File: config.mk
export PLATFORM = sky130hd
export DESIGN_NAME = gpio_pins
export DESIGN_NICKNAME = d
export VERILOG_FILES = /design/src/inc/gpio_pkg.sv /design/src/inc/pint_if.sv /design/src/rtl/gpio_pins.sv /design/src/rtl/pint_channel.sv
export SDC_FILE = /design/constraint.sdc
export NUM_CORES = 2
export LEC_CHECK = 0
export BUFFER_PORTS_ARGS = -buffer_cell sky130_fd_sc_hd__buf_2
export CAP_MARGIN = 20
export CELL_PAD_IN_SITES_DETAIL_PLACEMENT = 1
export CELL_PAD_IN_SITES_GLOBAL_PLACEMENT = 2
export CORE_ASPECT_RATIO = 0.9
export CORE_MARGIN = 4
export CORE_UTILIZATION = 39
export CTS_CLUSTER_DIAMETER = 120
export DETAILED_ROUTE_END_ITERATION = 10
export PLACE_DENSITY = 0.78
export SYNTH_ARGS = -nofsm -noshare
export SYNTH_HDL_FRONTEND = slang
export SYNTH_HIERARCHICAL = 1
export SYNTH_SLANG_ARGS = --single-unit
File: constraint.sdc
create_clock -name clk -period 3.2 [get_ports clk]
set_input_delay 0.32 -clock clk [delete_from_list [all_inputs] [get_ports clk]]
set_output_delay 0.32 -clock clk [all_outputs]
set_load 0.05 [all_outputs]
File: src/inc/gpio_pkg.sv
package gpio_pkg;
   localparam int AW     = 12;
   localparam int DW     = 32;
   localparam int PORT_W = 16;
   localparam int HALF_W = 8;
   localparam int NCH    = 8;
   localparam int LANES  = 4;

   // Address map: port regions at the bottom, channel regions above
   localparam logic [1:0] PORT_HI = 2'h0;
   localparam logic [2:0] CH_HI   = 3'h2;

   // Offset bits [5:4] pick a register group, bits [3:2] the access kind
   localparam logic [1:0] G_DATA  = 2'h0;
   localparam logic [1:0] G_DIR   = 2'h1;
   localparam logic [1:0] G_MASK  = 2'h2;
   localparam logic [1:0] G_MISC  = 2'h3;
   localparam logic [1:0] M_EDGE  = 2'h0;
   localparam logic [1:0] M_BOTH  = 2'h1;
   localparam logic [1:0] M_STAT  = 2'h2;
   localparam logic [1:0] M_PIN   = 2'h3;

   localparam logic [1:0] C_MASK  = 2'h0;
   localparam logic [1:0] C_EDGE  = 2'h1;
   localparam logic [1:0] C_INV   = 2'h2;
   localparam logic [1:0] C_PIN   = 2'h3;
   localparam logic [1:0] OP_XTRA = 2'h3;

   localparam logic [31:0] RST_WORD = 32'h0000_0000;

   typedef enum logic [1:0] {OP_WR, OP_SET, OP_CLR, OP_TGL} wop_t;

   function automatic logic [31:0] w1m(input logic [31:0] old,
                                       input logic [31:0] wd,
                                       input wop_t        op);
      logic [31:0] r;
      r = old;
      unique case (op)
         OP_WR:  r = wd;
         OP_SET: r = old | wd;
         OP_CLR: r = old & ~wd;
         OP_TGL: r = old ^ wd;
      endcase
      return r;
   endfunction
endpackage

File: src/inc/pint_if.sv
`timescale 1ns/1ps
`default_nettype none
interface pint_if #(
   parameter int NHALF = 4
) ();
   logic [NHALF*8-1:0] halves;
   logic               wr;
   logic [1:0]         grp;
   logic [1:0]         op;
   logic [31:0]        wdata;
   logic [31:0]        rval;
   logic               irq;

   modport hub  (output halves, wr, grp, op, wdata, input  rval, irq);
   modport chan (input  halves, wr, grp, op, wdata, output rval, irq);
endinterface
`default_nettype wire

File: src/rtl/gpio_pins.sv
// Contract
// RL1 - Each pin has its own direction bit, input or output
// RL2 - Set, clear and toggle writes touch only pins written with one
// RL3 - Per-pin mask decides whether the pin may interrupt
// RL4 - Input pins interrupt from the pin, output pins from software data
// RL5 - Per-pin level or edge; edge is rising only or both edges
// RL6 - Pin interrupt channels detect edge or level with programmable polarity
// RL7 - Pin interrupt channels sample raw pins, independent of port settings
// RL8 - Eight pin interrupt channels, each with its own interrupt output
// RL9 - Each channel serves up to 32 pins
// RL10 - Channels take pins as programmable half ports of eight
// RL11 - Each channel has 32-bit mask, request, latch and assignment registers
// RL12 - Pin state and latches are readable even when masked
// RL13 - Channel control registers have write-one-set and write-one-clear aliases
// RL14 - Edge request latches until software writes one to clear it
//
// The strobed register port and the register addresses were decided locally.
`timescale 1ns/1ps
`default_nettype none
module gpio_pins #(
   parameter int NPORTS = 2
) (
   input  wire logic                               clk,
   input  wire logic                               rst_n,
   input  wire logic [gpio_pkg::AW-1:0]            addr,
   input  wire logic [gpio_pkg::DW-1:0]            wdata,
   input  wire logic                               wr,
   input  wire logic                               rd,
   output logic      [gpio_pkg::DW-1:0]            rdata,
   input  wire logic [NPORTS*gpio_pkg::PORT_W-1:0] pin_in,
   output logic      [NPORTS*gpio_pkg::PORT_W-1:0] pin_out,
   output logic      [NPORTS*gpio_pkg::PORT_W-1:0] pin_oe,
   output logic                                    gpio_irq,
   output logic      [gpio_pkg::NCH-1:0]           pin_irq_channels
);
   import gpio_pkg::*;
   localparam int NP    = NPORTS * PORT_W;
   localparam int NHALF = NP / HALF_W;
   localparam int PADW  = DW - PORT_W;

   logic [NP-1:0]    data_q;
   logic [NP-1:0]    dir_q;
   logic [NP-1:0]    mask_q;
   logic [NP-1:0]    edge_q;
   logic [NP-1:0]    both_q;
   logic [NP-1:0]    stat_q;
   logic [NP-1:0]    prev_q;
   logic [DW-1:0]    rdata_q;
   logic             gpio_irq_q;
   logic [NP-1:0]    data_d;
   logic [NP-1:0]    dir_d;
   logic [NP-1:0]    mask_d;
   logic [NP-1:0]    edge_d;
   logic [NP-1:0]    both_d;
   logic [NP-1:0]    stat_d;
   logic [NP-1:0]    src;
   logic [NP-1:0]    ev;
   logic [DW-1:0]    port_rv [NPORTS];
   logic [DW-1:0]    ch_rv   [NCH];
   logic [DW-1:0]    rd_val;
   wop_t             op;

   wire logic [1:0]  grp     = addr[5:4];
   wire logic [3:0]  port_ix = addr[9:6];
   wire logic [2:0]  ch_ix   = addr[8:6];
   wire logic        in_port = (addr[11:10] == PORT_HI) && (int'(port_ix) < NPORTS);
   wire logic        in_ch   = (addr[11:9] == CH_HI);
   wire logic        plain   = addr[3:2] != OP_XTRA;

   assign op = wop_t'(addr[3:2]);

   // Output pins feed their own driven level back as the interrupt source
   assign src = (dir_q & data_q) | (~dir_q & pin_in); // RL4

   genvar p;
   generate
      for (p = 0; p < NPORTS; p++) begin : g_port
         wire logic hit  = in_port && (port_ix == 4'(p));
         wire logic whit = wr && hit;
         wire logic rclr = rd && hit && grp == G_MISC && addr[3:2] == M_STAT;
         wire logic [PORT_W-1:0] d_o = data_q[p*PORT_W +: PORT_W];
         wire logic [PORT_W-1:0] r_o = dir_q[p*PORT_W +: PORT_W];
         wire logic [PORT_W-1:0] m_o = mask_q[p*PORT_W +: PORT_W];
         wire logic [PORT_W-1:0] e_o = edge_q[p*PORT_W +: PORT_W];
         wire logic [PORT_W-1:0] b_o = both_q[p*PORT_W +: PORT_W];
         wire logic [PORT_W-1:0] s_o = stat_q[p*PORT_W +: PORT_W];
         wire logic [DW-1:0] d_w = w1m({{PADW{1'b0}}, d_o}, wdata, op);
         wire logic [DW-1:0] r_w = w1m({{PADW{1'b0}}, r_o}, wdata, op);
         wire logic [DW-1:0] m_w = w1m({{PADW{1'b0}}, m_o}, wdata, op);

         assign data_d[p*PORT_W +: PORT_W] = (whit && grp == G_DATA) ?
                d_w[PORT_W-1:0] : d_o; // RL2
         assign dir_d[p*PORT_W +: PORT_W]  = (whit && grp == G_DIR && plain) ?
                r_w[PORT_W-1:0] : r_o; // RL1 RL2
         assign mask_d[p*PORT_W +: PORT_W] = (whit && grp == G_MASK && plain) ?
                m_w[PORT_W-1:0] : m_o; // RL3 RL2
         assign edge_d[p*PORT_W +: PORT_W] = (whit && grp == G_MISC && addr[3:2] == M_EDGE) ?
                wdata[PORT_W-1:0] : e_o; // RL5
         assign both_d[p*PORT_W +: PORT_W] = (whit && grp == G_MISC && addr[3:2] == M_BOTH) ?
                wdata[PORT_W-1:0] : b_o; // RL5
         // A read clears the sticky bits, but an event in the same cycle survives
         assign stat_d[p*PORT_W +: PORT_W] = (s_o & ~{PORT_W{rclr}}) |
                ev[p*PORT_W +: PORT_W];

         assign port_rv[p] = (grp == G_DATA)           ? {{PADW{1'b0}}, d_o} :
                             (grp == G_DIR && plain)   ? {{PADW{1'b0}}, r_o} :
                             (grp == G_MASK && plain)  ? {{PADW{1'b0}}, m_o} :
                             (grp != G_MISC)           ? {DW{1'b0}} :
                             (addr[3:2] == M_EDGE)     ? {{PADW{1'b0}}, e_o} :
                             (addr[3:2] == M_BOTH)     ? {{PADW{1'b0}}, b_o} :
                             (addr[3:2] == M_STAT)     ? {{PADW{1'b0}}, s_o} :
                             {{PADW{1'b0}}, pin_in[p*PORT_W +: PORT_W]};
      end
   endgenerate

   // Level: source high; edge: rising, plus falling when both edges chosen
   assign ev = (edge_q & ((src & ~prev_q) | (both_q & ~src & prev_q))) |
               (~edge_q & src); // RL5

   genvar c;
   generate
      for (c = 0; c < NCH; c++) begin : g_ch
         pint_if #(.NHALF(NHALF)) u_bus ();
         // Raw pins only, so channel setup never disturbs port behaviour
         assign u_bus.halves = pin_in; // RL7
         assign u_bus.wr     = wr && in_ch && (ch_ix == 3'(c)); // RL11
         assign u_bus.grp    = grp;
         assign u_bus.op     = addr[3:2];
         assign u_bus.wdata  = wdata;
         assign ch_rv[c]     = u_bus.rval;
         assign pin_irq_channels[c] = u_bus.irq; // RL8
         pint_channel #(.NHALF(NHALF)) u_ch (
            .clk   (clk),
            .rst_n (rst_n),
            .bus   (u_bus)
         );
      end
   endgenerate

   // Unmapped addresses read as zero
   assign rd_val = in_port ? port_rv[int'(port_ix) % NPORTS] :
                   in_ch   ? ch_rv[ch_ix] : {DW{1'b0}};

   always_ff @(posedge clk or negedge rst_n) begin
      if (!rst_n) begin
         data_q <= '0;
         dir_q  <= '0;
         mask_q <= '0;
         edge_q <= '0;
         both_q <= '0;
         stat_q <= '0;
         prev_q <= '0;
      end else begin
         data_q <= data_d;
         dir_q  <= dir_d;
         mask_q <= mask_d;
         edge_q <= edge_d;
         both_q <= both_d;
         stat_q <= stat_d;
         prev_q <= src;
      end
   end

   always_ff @(posedge clk or negedge rst_n) begin
      if (!rst_n) begin
         rdata_q    <= RST_WORD;
         gpio_irq_q <= 1'b0;
      end else begin
         rdata_q    <= rd ? rd_val : RST_WORD;
         gpio_irq_q <= |(stat_q & mask_q); // RL3
      end
   end

   assign rdata    = rdata_q;
   assign gpio_irq = gpio_irq_q;
   assign pin_out  = data_q;
   assign pin_oe   = dir_q; // RL1

   wire logic p0_w = wr && (addr[11:6] == 6'h00);
endmodule
`default_nettype wire

File: src/rtl/pint_channel.sv
`timescale 1ns/1ps
`default_nettype none
module pint_channel #(
   parameter int NHALF = 4
) (
   input  wire logic clk,
   input  wire logic rst_n,
   pint_if.chan      bus
);
   import gpio_pkg::*;
   localparam int IW = (NHALF > 1) ? $clog2(NHALF) : 1;

   logic [31:0] mask_q;
   logic [31:0] edge_q;
   logic [31:0] inv_q;
   logic [31:0] assign_q;
   logic [31:0] latch_q;
   logic [31:0] prev_q;
   logic        irq_q;
   logic [31:0] mask_d;
   logic [31:0] edge_d;
   logic [31:0] inv_d;
   logic [31:0] assign_d;
   logic [31:0] latch_d;
   logic [31:0] pins;
   logic [31:0] act;
   logic [31:0] rise;
   logic [31:0] clr;
   logic [31:0] req;
   wop_t        op;
   wire  logic  plain_op = bus.op != OP_XTRA;
   wire  logic [3:0] ro  = {bus.grp, bus.op};

   assign op = wop_t'(bus.op);

   // Each byte lane of the assignment word picks one half port
   genvar b;
   generate
      for (b = 0; b < LANES; b++) begin : g_lane
         wire logic [IW-1:0] idx = assign_q[b*8 +: IW];
         assign pins[b*HALF_W +: HALF_W] = (int'(idx) < NHALF) ?
                bus.halves[int'(idx)*HALF_W +: HALF_W] : 8'h00; // RL10 RL9
      end
   endgenerate

   assign act  = pins ^ inv_q; // RL6
   assign rise = act & ~prev_q;
   assign clr  = (bus.wr && bus.grp == C_EDGE && bus.op == OP_XTRA) ? bus.wdata : 32'h0;

   assign mask_d   = (bus.wr && bus.grp == C_MASK && plain_op) ?
                     w1m(mask_q, bus.wdata, op) : mask_q; // RL13
   assign edge_d   = (bus.wr && bus.grp == C_EDGE && plain_op) ?
                     w1m(edge_q, bus.wdata, op) : edge_q; // RL13
   assign inv_d    = (bus.wr && bus.grp == C_INV && plain_op) ?
                     w1m(inv_q, bus.wdata, op) : inv_q; // RL13
   assign assign_d = (bus.wr && bus.grp == C_INV && bus.op == OP_XTRA) ?
                     bus.wdata : assign_q; // RL10
   // Edge latches hold until a write of one clears them; a new edge wins
   assign latch_d  = (edge_q & ((latch_q & ~clr) | rise)) | (~edge_q & act); // RL14 RL6
   assign req      = latch_q & mask_q;

   // Latch and pin state stay readable whatever the mask says
   assign bus.rval = (ro == {C_MASK, OP_XTRA}) ? req :
                     (bus.grp == C_MASK)       ? mask_q :
                     (ro == {C_EDGE, OP_XTRA}) ? latch_q : // RL12
                     (bus.grp == C_EDGE)       ? edge_q :
                     (ro == {C_INV, OP_XTRA})  ? assign_q :
                     (bus.grp == C_INV)        ? inv_q :
                     (ro == {C_PIN, 2'h0})     ? pins : 32'h0; // RL11 RL12
   assign bus.irq  = irq_q;

   always_ff @(posedge clk or negedge rst_n) begin
      if (!rst_n) begin
         mask_q   <= RST_WORD;
         edge_q   <= RST_WORD;
         inv_q    <= RST_WORD;
         assign_q <= RST_WORD;
         latch_q  <= RST_WORD;
         prev_q   <= RST_WORD;
         irq_q    <= 1'b0;
      end else begin
         mask_q   <= mask_d;
         edge_q   <= edge_d;
         inv_q    <= inv_d;
         assign_q <= assign_d;
         latch_q  <= latch_d;
         prev_q   <= act;
         irq_q    <= |req; // RL8 RL3
      end
   end
endmodule
`default_nettype wire

==> Word-level counts from Yosys, hierarchy flattened <==
Cells that the tools add are included.
{ "classes": {"order_cmp": 3, "n_eq_ne": 21, "shift": 32, "muxes": 117, "n_bitwise": 202, "reduce_logical": 116} }
{ "op_table": {"columns": ["operator", "count"], "rows": [
  ["case mux 32 bit (4 select lines)", 24],
  ["AND 32 bit", 72],
  ["two-way mux 32 bit", 71],
  ["bitwise OR 32 bit", 43],
  ["variable part select 32 x 6 -> 8 bit", 32],
  ["XOR 32 bit", 32],
  ["NOT 32 bit", 29],
  ["case mux 16 bit (4 select lines)", 6],
  ["OR reduction 32 bit", 9],
  ["two-way mux 16 bit", 15],
  ["AND 16 bit", 8],
  ["bitwise OR 16 bit", 8],
  ["logical AND 1 bit", 102],
  ["binary-select mux 32 bit (select 3 bit)", 1],
  ["XOR 16 bit", 6],
  [">= comparator 32 x 2 -> 1 bit (second input constant)", 1],
  ["NOT 1 -> 32 bit", 1],
  ["NOT 16 bit", 2],
  ["== test 3 bit (second input constant)", 4],
  ["== test 3 x 2 -> 1 bit (second input constant)", 3],
  ["== test 2 bit (second input constant)", 4],
  ["== test 4 bit (second input constant)", 2],
  ["zero test 2 bit", 3],
  ["== test 2 x 1 -> 1 bit (second input constant)", 2],
  ["10 further kinds", 11]
]} }
{ "totals": {"reg_bits": 1801, "in_bits": 80, "output_inout_bits": 105, "word_cells": 561} }

==> Longest topological paths before layout <==
{ "logic_depth": {"depth_word": 14, "mapped_depth": 13, "depth_no_buf": 9} }

==> Cells and area by module <==
The synthesis kept the hierarchy.
{ "by_module_without_submodules": {"columns": ["mod", "instances", "cells_each", "area_each_um2", "seq_area_each_um2"], "rows": [
  ["pint_channel", 8, 1578, 14400.1, 4829.6],
  ["gpio_pins", 1, 1728, 18755.5, 6431.2]
]} }

==> Worst setup path after synthesis <==
OpenSTA, ideal clock, no wires.
{ "synth_timing": {"path_type": "input to register", "from": "input addr[8] in the netlist's numbering", "to": "register g_ch[4].u_ch.assign_q[10]", "setup_ns": 0.125, "arrival_time_ns": 2.698, "required_time_ns": 3.075, "path_slack_ns": 0.377, "stages": 9, "cell_sequence": "buf_2 -> buf_1 -> buf_1 -> nand4_1 -> nor3_1 -> nand3b_1 -> nor2_1 -> buf_2 -> mux2_2"} }
{ "synth_via": {"elab_chain_len": 4} }
{ "synth_rtl": {"columns": ["element", "line_no", "rtl"], "rows": [
  ["start: declaration", "gpio_pins.sv:25", "input wire logic [gpio_pkg::AW-1:0] addr,"],
  ["== test 3 bit", "gpio_pins.sv:126", "assign u_bus.wr = wr && in_ch && (ch_ix == 3'(c));"],
  ["logical AND 1 bit", "gpio_pins.sv:126", null],
  ["named net g_ch[4].u_bus.wr", "pint_if.sv:7", "logic wr;"],
  ["logical AND 1 bit (2 in series)", "pint_channel.sv:56", "assign assign_d = (bus.wr && bus.grp == C_INV && bus.op == OP_XTRA) ?"],
  ["end signal: assignment", "pint_channel.sv:85", "assign_q <= assign_d;"],
  ["end: declaration", "pint_channel.sv:16", "logic [31:0] assign_q;"]
]} }
The timed path passes the listed nets, and every way through them passes these cells.
A chain may end at the register's enable or synchronous reset.

==> Final worst setup path <==
{ "layout_timing": {"from": "register g_ch[3].u_ch.assign_q[8]", "to": "register rdata_q[12], in the netlist rdata[12]"} }
{ "layout_via": {"elab_chain_len": 14} }
{ "layout_rtl": {"columns": ["element", "line_no", "rtl"], "rows": [
  ["start: declaration", "pint_channel.sv:16", null],
  ["start signal: assignment", "pint_channel.sv:85", null],
  ["variable part select 32 x 6 -> 8 bit", "pint_channel.sv:42", "bus.halves[int'(idx)*HALF_W +: HALF_W] : 8'h00;"],
  ["two-way mux 32 bit", "pint_channel.sv:69", "(ro == {C_PIN, 2'h0}) ? pins : 32'h0;"],
  ["two-way mux 32 bit", "pint_channel.sv:68", "(bus.grp == C_INV) ? inv_q :"],
  ["two-way mux 32 bit", "pint_channel.sv:67", "(ro == {C_INV, OP_XTRA}) ? assign_q :"],
  ["two-way mux 32 bit", "pint_channel.sv:66", "(bus.grp == C_EDGE) ? edge_q :"],
  ["two-way mux 32 bit", "pint_channel.sv:65", "(ro == {C_EDGE, OP_XTRA}) ? latch_q :"],
  ["two-way mux 32 bit", "pint_channel.sv:64", "(bus.grp == C_MASK) ? mask_q :"],
  ["two-way mux 32 bit", "pint_channel.sv:63", "assign bus.rval = (ro == {C_MASK, OP_XTRA}) ? req :"],
  ["named net g_ch[3].u_bus.rval[12]", "pint_if.sv:11", "logic [31:0] rval;"],
  ["binary-select mux 32 bit (select 3 bit)", "gpio_pins.sv:142", "in_ch ? ch_rv[ch_ix] : {DW{1'b0}};"],
  ["two-way mux 32 bit (implied by the code) (2 in series)", "gpio_pins.sv:142", null],
  ["two-way mux 32 bit", "gpio_pins.sv:142", null],
  ["two-way mux 32 bit", "gpio_pins.sv:141", "assign rd_val = in_port ? port_rv[int'(port_ix) % NPORTS] :"],
  ["two-way mux 32 bit", "gpio_pins.sv:169", "rdata_q <= rd ? rd_val : RST_WORD;"],
  ["end signal: assignment", "gpio_pins.sv:169", null],
  ["end: declaration", "gpio_pins.sv:48", "logic [DW-1:0] rdata_q;"]
]} }
The timed path passes the listed nets, and every way through them passes these cells. The select of a mux whose other input is x is not followed.

==> impl_metrics.toml <==
[floorplan]
core_region_area_sq_um = 341000
num_rows = 203
floorplan.die.width_microns = 626
top_level_ports = 185
start_util_pct = 39.3
area_of_the_die_sq_um = 353000
die_height_microns = 564

[sta]
time_the_final_worst_path_needs_with_i_o_delays_and_setup_ns = 3.30
post-route-worst-setup-slack_ns = -0.100
timing.clock.skew_ns = 0.0645
setup_violations = 4
worst_slew_margin_rel_pct = 7.60
timing.final.crit_share_pct = 103
drv_slew = 0
achievable-frequency_ghz = 0.303
worstMarginPinSlew_ns = 1.39
final_hold_viol_count = 0

[clock_tree]
cts_tree = "done"
clock_pin_slew_of_the_registers_on_the_worst_case_setup_and_hold_paths_ns = 0.06
cts_inserted_buffers = 228
clk_path_buf_depth = 4
htree_num_levels = 4
clk_root_buffer_cell = "sky130_fd_sc_hd__clkbuf_16"
clock_sink_count = 1801
worstSkewPairLatency_ns = 0.96

[yosys]
yosys.cell_types.count = 58
yosys_register_bits = 1801
netlist_instances = 14400
synth_enable_flop_cells = 0
synth.yosys.seq_area_share_pct = 33.6
mappedNetlistArea_sq_um = 134000
synth_flop_cell = "sky130_fd_sc_hd__dfrtp_1"
postSynth.asyncResetShare_pct = 100
postSynthNetCount = 16200
yosysWarnings = 6
syn_avg_cell_area_sq_um = 9.33

[critical_path]
rrSetupSlack_ns = -0.10
reg2regPathDepth = 10
timing.critical_path.mode_cell = "sky130_fd_sc_hd__buf_4"
path_class = "reg2reg"
end_kind = "flop"
critical_path.max_stage_delay_ns = 0.57
worst-endpoint-arrival_ns = 4.19
critical_path_buf_inv_count = 3
timing.rr.end = "rdata[12]"
r2r_start = "g_ch[3].u_ch/assign_q[8]"
cp.required_ns = 4.09
setup.worst_path.start_class = "flop"
critPathSlowestCell = "sky130_fd_sc_hd__a221oi_1"
cp_top_family = "compound AO/OA/AOI/OAI gates"
worstPathCellList = "mux4_2, nand2_1, a221oi_1, buf_4, mux2i_1, a22oi_1, a31oi_1, buf_4, nor3_1, buf_4"
worst-path-max-fanout = 5

[place]
place.detailed.hpwl_microns = 481000
finalWeightedCongestion = 0.972
place_ws_ns = -0.864
portBuffers = 182

[drt]
post_drt_via_cell_ratio = 6.63
num_vias = 130000
drc_errors = 0
avgRoutedWirePerCell_microns = 35.2
antenna_violating_nets_post_route = 1
initialDrtViolationCount = 16300
detail_route.first_pass.iterations = 8
drt-total-wl_microns = 690000

[global_route]
grt_start_max_net_pins = 141
global_route.usage.total_pct = 37.8
antenna_found_initial = 94
grt_pass1_vias = 131000
global_route.overflow_total = 0
grt_pass1_wl_microns = 980000

[power_and_ir_drop]
switching_share_of_total_power_pct = 33.2
ir_worst_vdd_v = 0.000446
power.switching_w = 0.0214
power_per_cell_area_nw_per_um2 = 415
leakagePower_nw = 66.2
seq_power_share_pct = 38.6
clkPwrFrac_pct = 41.7
combinationalPowerShare_pct = 19.7
power_report.internal_total_w = 0.0431

[final_layout]
final.fill_count = 38300
area_growth_syn_to_layout_pct = 16.2
layout.cells.most_common_list = "sky130_fd_sc_hd__a21oi_1 (1,957), sky130_fd_sc_hd__dfrtp_1 (1,794), sky130_fd_sc_hd__ha_1 (1,728)"
final_layout_size_suffix_gt1_share_pct = 17.1
layout_commonest_cell = "sky130_fd_sc_hd__a21oi_1"
final_core_util_pct = 45.7
final_nets = 16700

[hold_path]
hold_path_depth = 3
hold_start = "wdata[27]"
holdCritPathClass = "in2reg"
worst_hold_path.endpoint = "g_ch[5].u_ch/assign_q[27]"

[run]
drv.max_cap_violation_count = 0

[run_status]
failed_checks = "antenna rules, setup timing"
run_status = "complete, but fails checks"
routing by layer:
metal | global-route usage, % | routed length, microns | vias to the layer above
li1 | - | - | 53100
met1 | 49.5 | 274000 | 67400
met2 | 56.0 | 296000 | 7698
met3 | 9.10 | 69500 | 1901
met4 | 23.9 | 50000 | 30
met5 | 0 | 203 | -
per-stage QoR:
| stage | TNS [ns] | instance area, sq um | cells | power (W) | hold WS, ns |
|---|---|---|---|---|---|
| after floorplan | 0 | 134000 | 14400 | 0.0309 | 0.0244 |
| after global placement | -10.92 | 148000 | 19100 | 0.0370 | 0.212 |
| after detailed placement | -11.80 | 148000 | 19100 | 0.0375 | 0.195 |
| after CTS | 0 | 155000 | 19600 | 0.0645 | 0.00304 |
| after global routing | -0.00724 | 156000 | 19600 | 0.0664 | 0.0333 |
| final | -0.228 | 156000 | 19600 | 0.0645 | 0.00798 |
repair_timing:
action	in CTS	in global routing
setup buffers	0	4
gates cloned	0	0
hold buffers	42	0
hold endpoints to repair	829	0
setup endpoints to repair	7	12
resized for setup	7	11
area by class of cell:
type                       instances  area, sq um  area share (%)
multi-input combinational      10300        80100            51.5
timing repair buffer            1373        12900            8.29
clock inverter                    93          837           0.538
antenna                           68          170           0.109
inverter                        1161         4360            2.80
tap                             4510         5640            3.63
clock buffer                     328         6570            4.22
sequential                      1801        45100            29.0
synth_stat cells (59+ instances only):
master,n,area share (%)
sky130_fd_sc_hd__nand2_1,727,2.0
sky130_fd_sc_hd__o21a_1,96,0.54
sky130_fd_sc_hd__o22a_1,136,0.89
sky130_fd_sc_hd__xnor2_1,256,1.7
sky130_fd_sc_hd__buf_2,371,1.4
sky130_fd_sc_hd__dfrtp_1,1801,34
sky130_fd_sc_hd__a221o_1,62,0.46
sky130_fd_sc_hd__inv_1,1145,3.2
sky130_fd_sc_hd__a221oi_1,112,0.73
sky130_fd_sc_hd__o221ai_1,136,0.89
sky130_fd_sc_hd__a21oi_1,1957,7.3
sky130_fd_sc_hd__mux4_2,341,5.7
sky130_fd_sc_hd__or3_1,409,1.9
sky130_fd_sc_hd__o22ai_1,932,4.4
sky130_fd_sc_hd__buf_1,59,0.17
sky130_fd_sc_hd__a22oi_1,292,1.6
sky130_fd_sc_hd__a2bb2oi_1,120,0.78
sky130_fd_sc_hd__mux2_2,409,3.4
sky130_fd_sc_hd__a211oi_1,200,1.1
sky130_fd_sc_hd__ha_1,1728,16
sky130_fd_sc_hd__a32o_1,256,1.9
sky130_fd_sc_hd__clkbuf_1,621,1.7
sky130_fd_sc_hd__nor4_1,96,0.45
sky130_fd_sc_hd__nor2_1,923,2.6
sky130_fd_sc_hd__o21ai_0,725,2.7
state kept, by name, summed over array words and instances (netlist names):
signal	flops
mask_q	32
pin_oe	32
g_ch.u_ch/inv_q	256
stat_q	32
g_ch.u_ch/bus.irq	8
g_ch.u_ch/edge_q	256
g_ch.u_ch/assign_q	256
rdata	32
edge_q	32
g_ch.u_ch/prev_q	256
both_q	32
prev_q	32
pin_out	32
g_ch.u_ch/mask_q	256
g_ch.u_ch/latch_q	256
gpio_irq	1
worst min-delay path: cells and delay by family:
family / cells / cell delay, ns
buffers and inverters: 2 / 0.34
multiplexers: 1 / 0.20
power by group through the flow:
stage	Sequential, W	Combinational (W)	Clock (W)
2_1_floorplan	0.0249	0.00604	0
3_3_place_gp	0.0252	0.0118	0
3_5_place_dp	0.0253	0.0122	0
4_1_cts	0.0249	0.0123	0.0272
5_1_grt	0.0250	0.0133	0.0282
6_report	0.0249	0.0127	0.0269
worst max-delay path by stage:
| stage | from | to | slack, ns | depth (start not counted) |
|---|---|---|---|---|
| 3_5_place_dp | addr[3] | rdata[11] | -0.86 | 11 |
| 3_3_place_gp | addr[4] | rdata[15] | -0.90 | 15 |
| 2_1_floorplan | addr[8] | g_ch[4].u_ch/assign_q[10] | 0.38 | 9 |
| 5_1_grt | g_ch[7].u_ch/assign_q[0] | rdata[5] | -0.007 | 9 |
| 6_report | g_ch[3].u_ch/assign_q[8] | rdata[12] | -0.10 | 10 |
| 4_1_cts | g_ch[5].u_ch/assign_q[0] | rdata[2] | 0.002 | 7 |
cells by family after synthesis:
group,Yosys count,synth area share (%)
adders and majority gates,1728,16.1
xor gates and xnor gates,256,1.67
buffers and inverters,2249,6.76
AOI/OAI and AO/OA,5082,23.7
muxes,805,9.66
and+or+nand+nor,2431,8.40
DFF,1801,33.6
No activity file was read; power rests on OpenSTA's default activity.
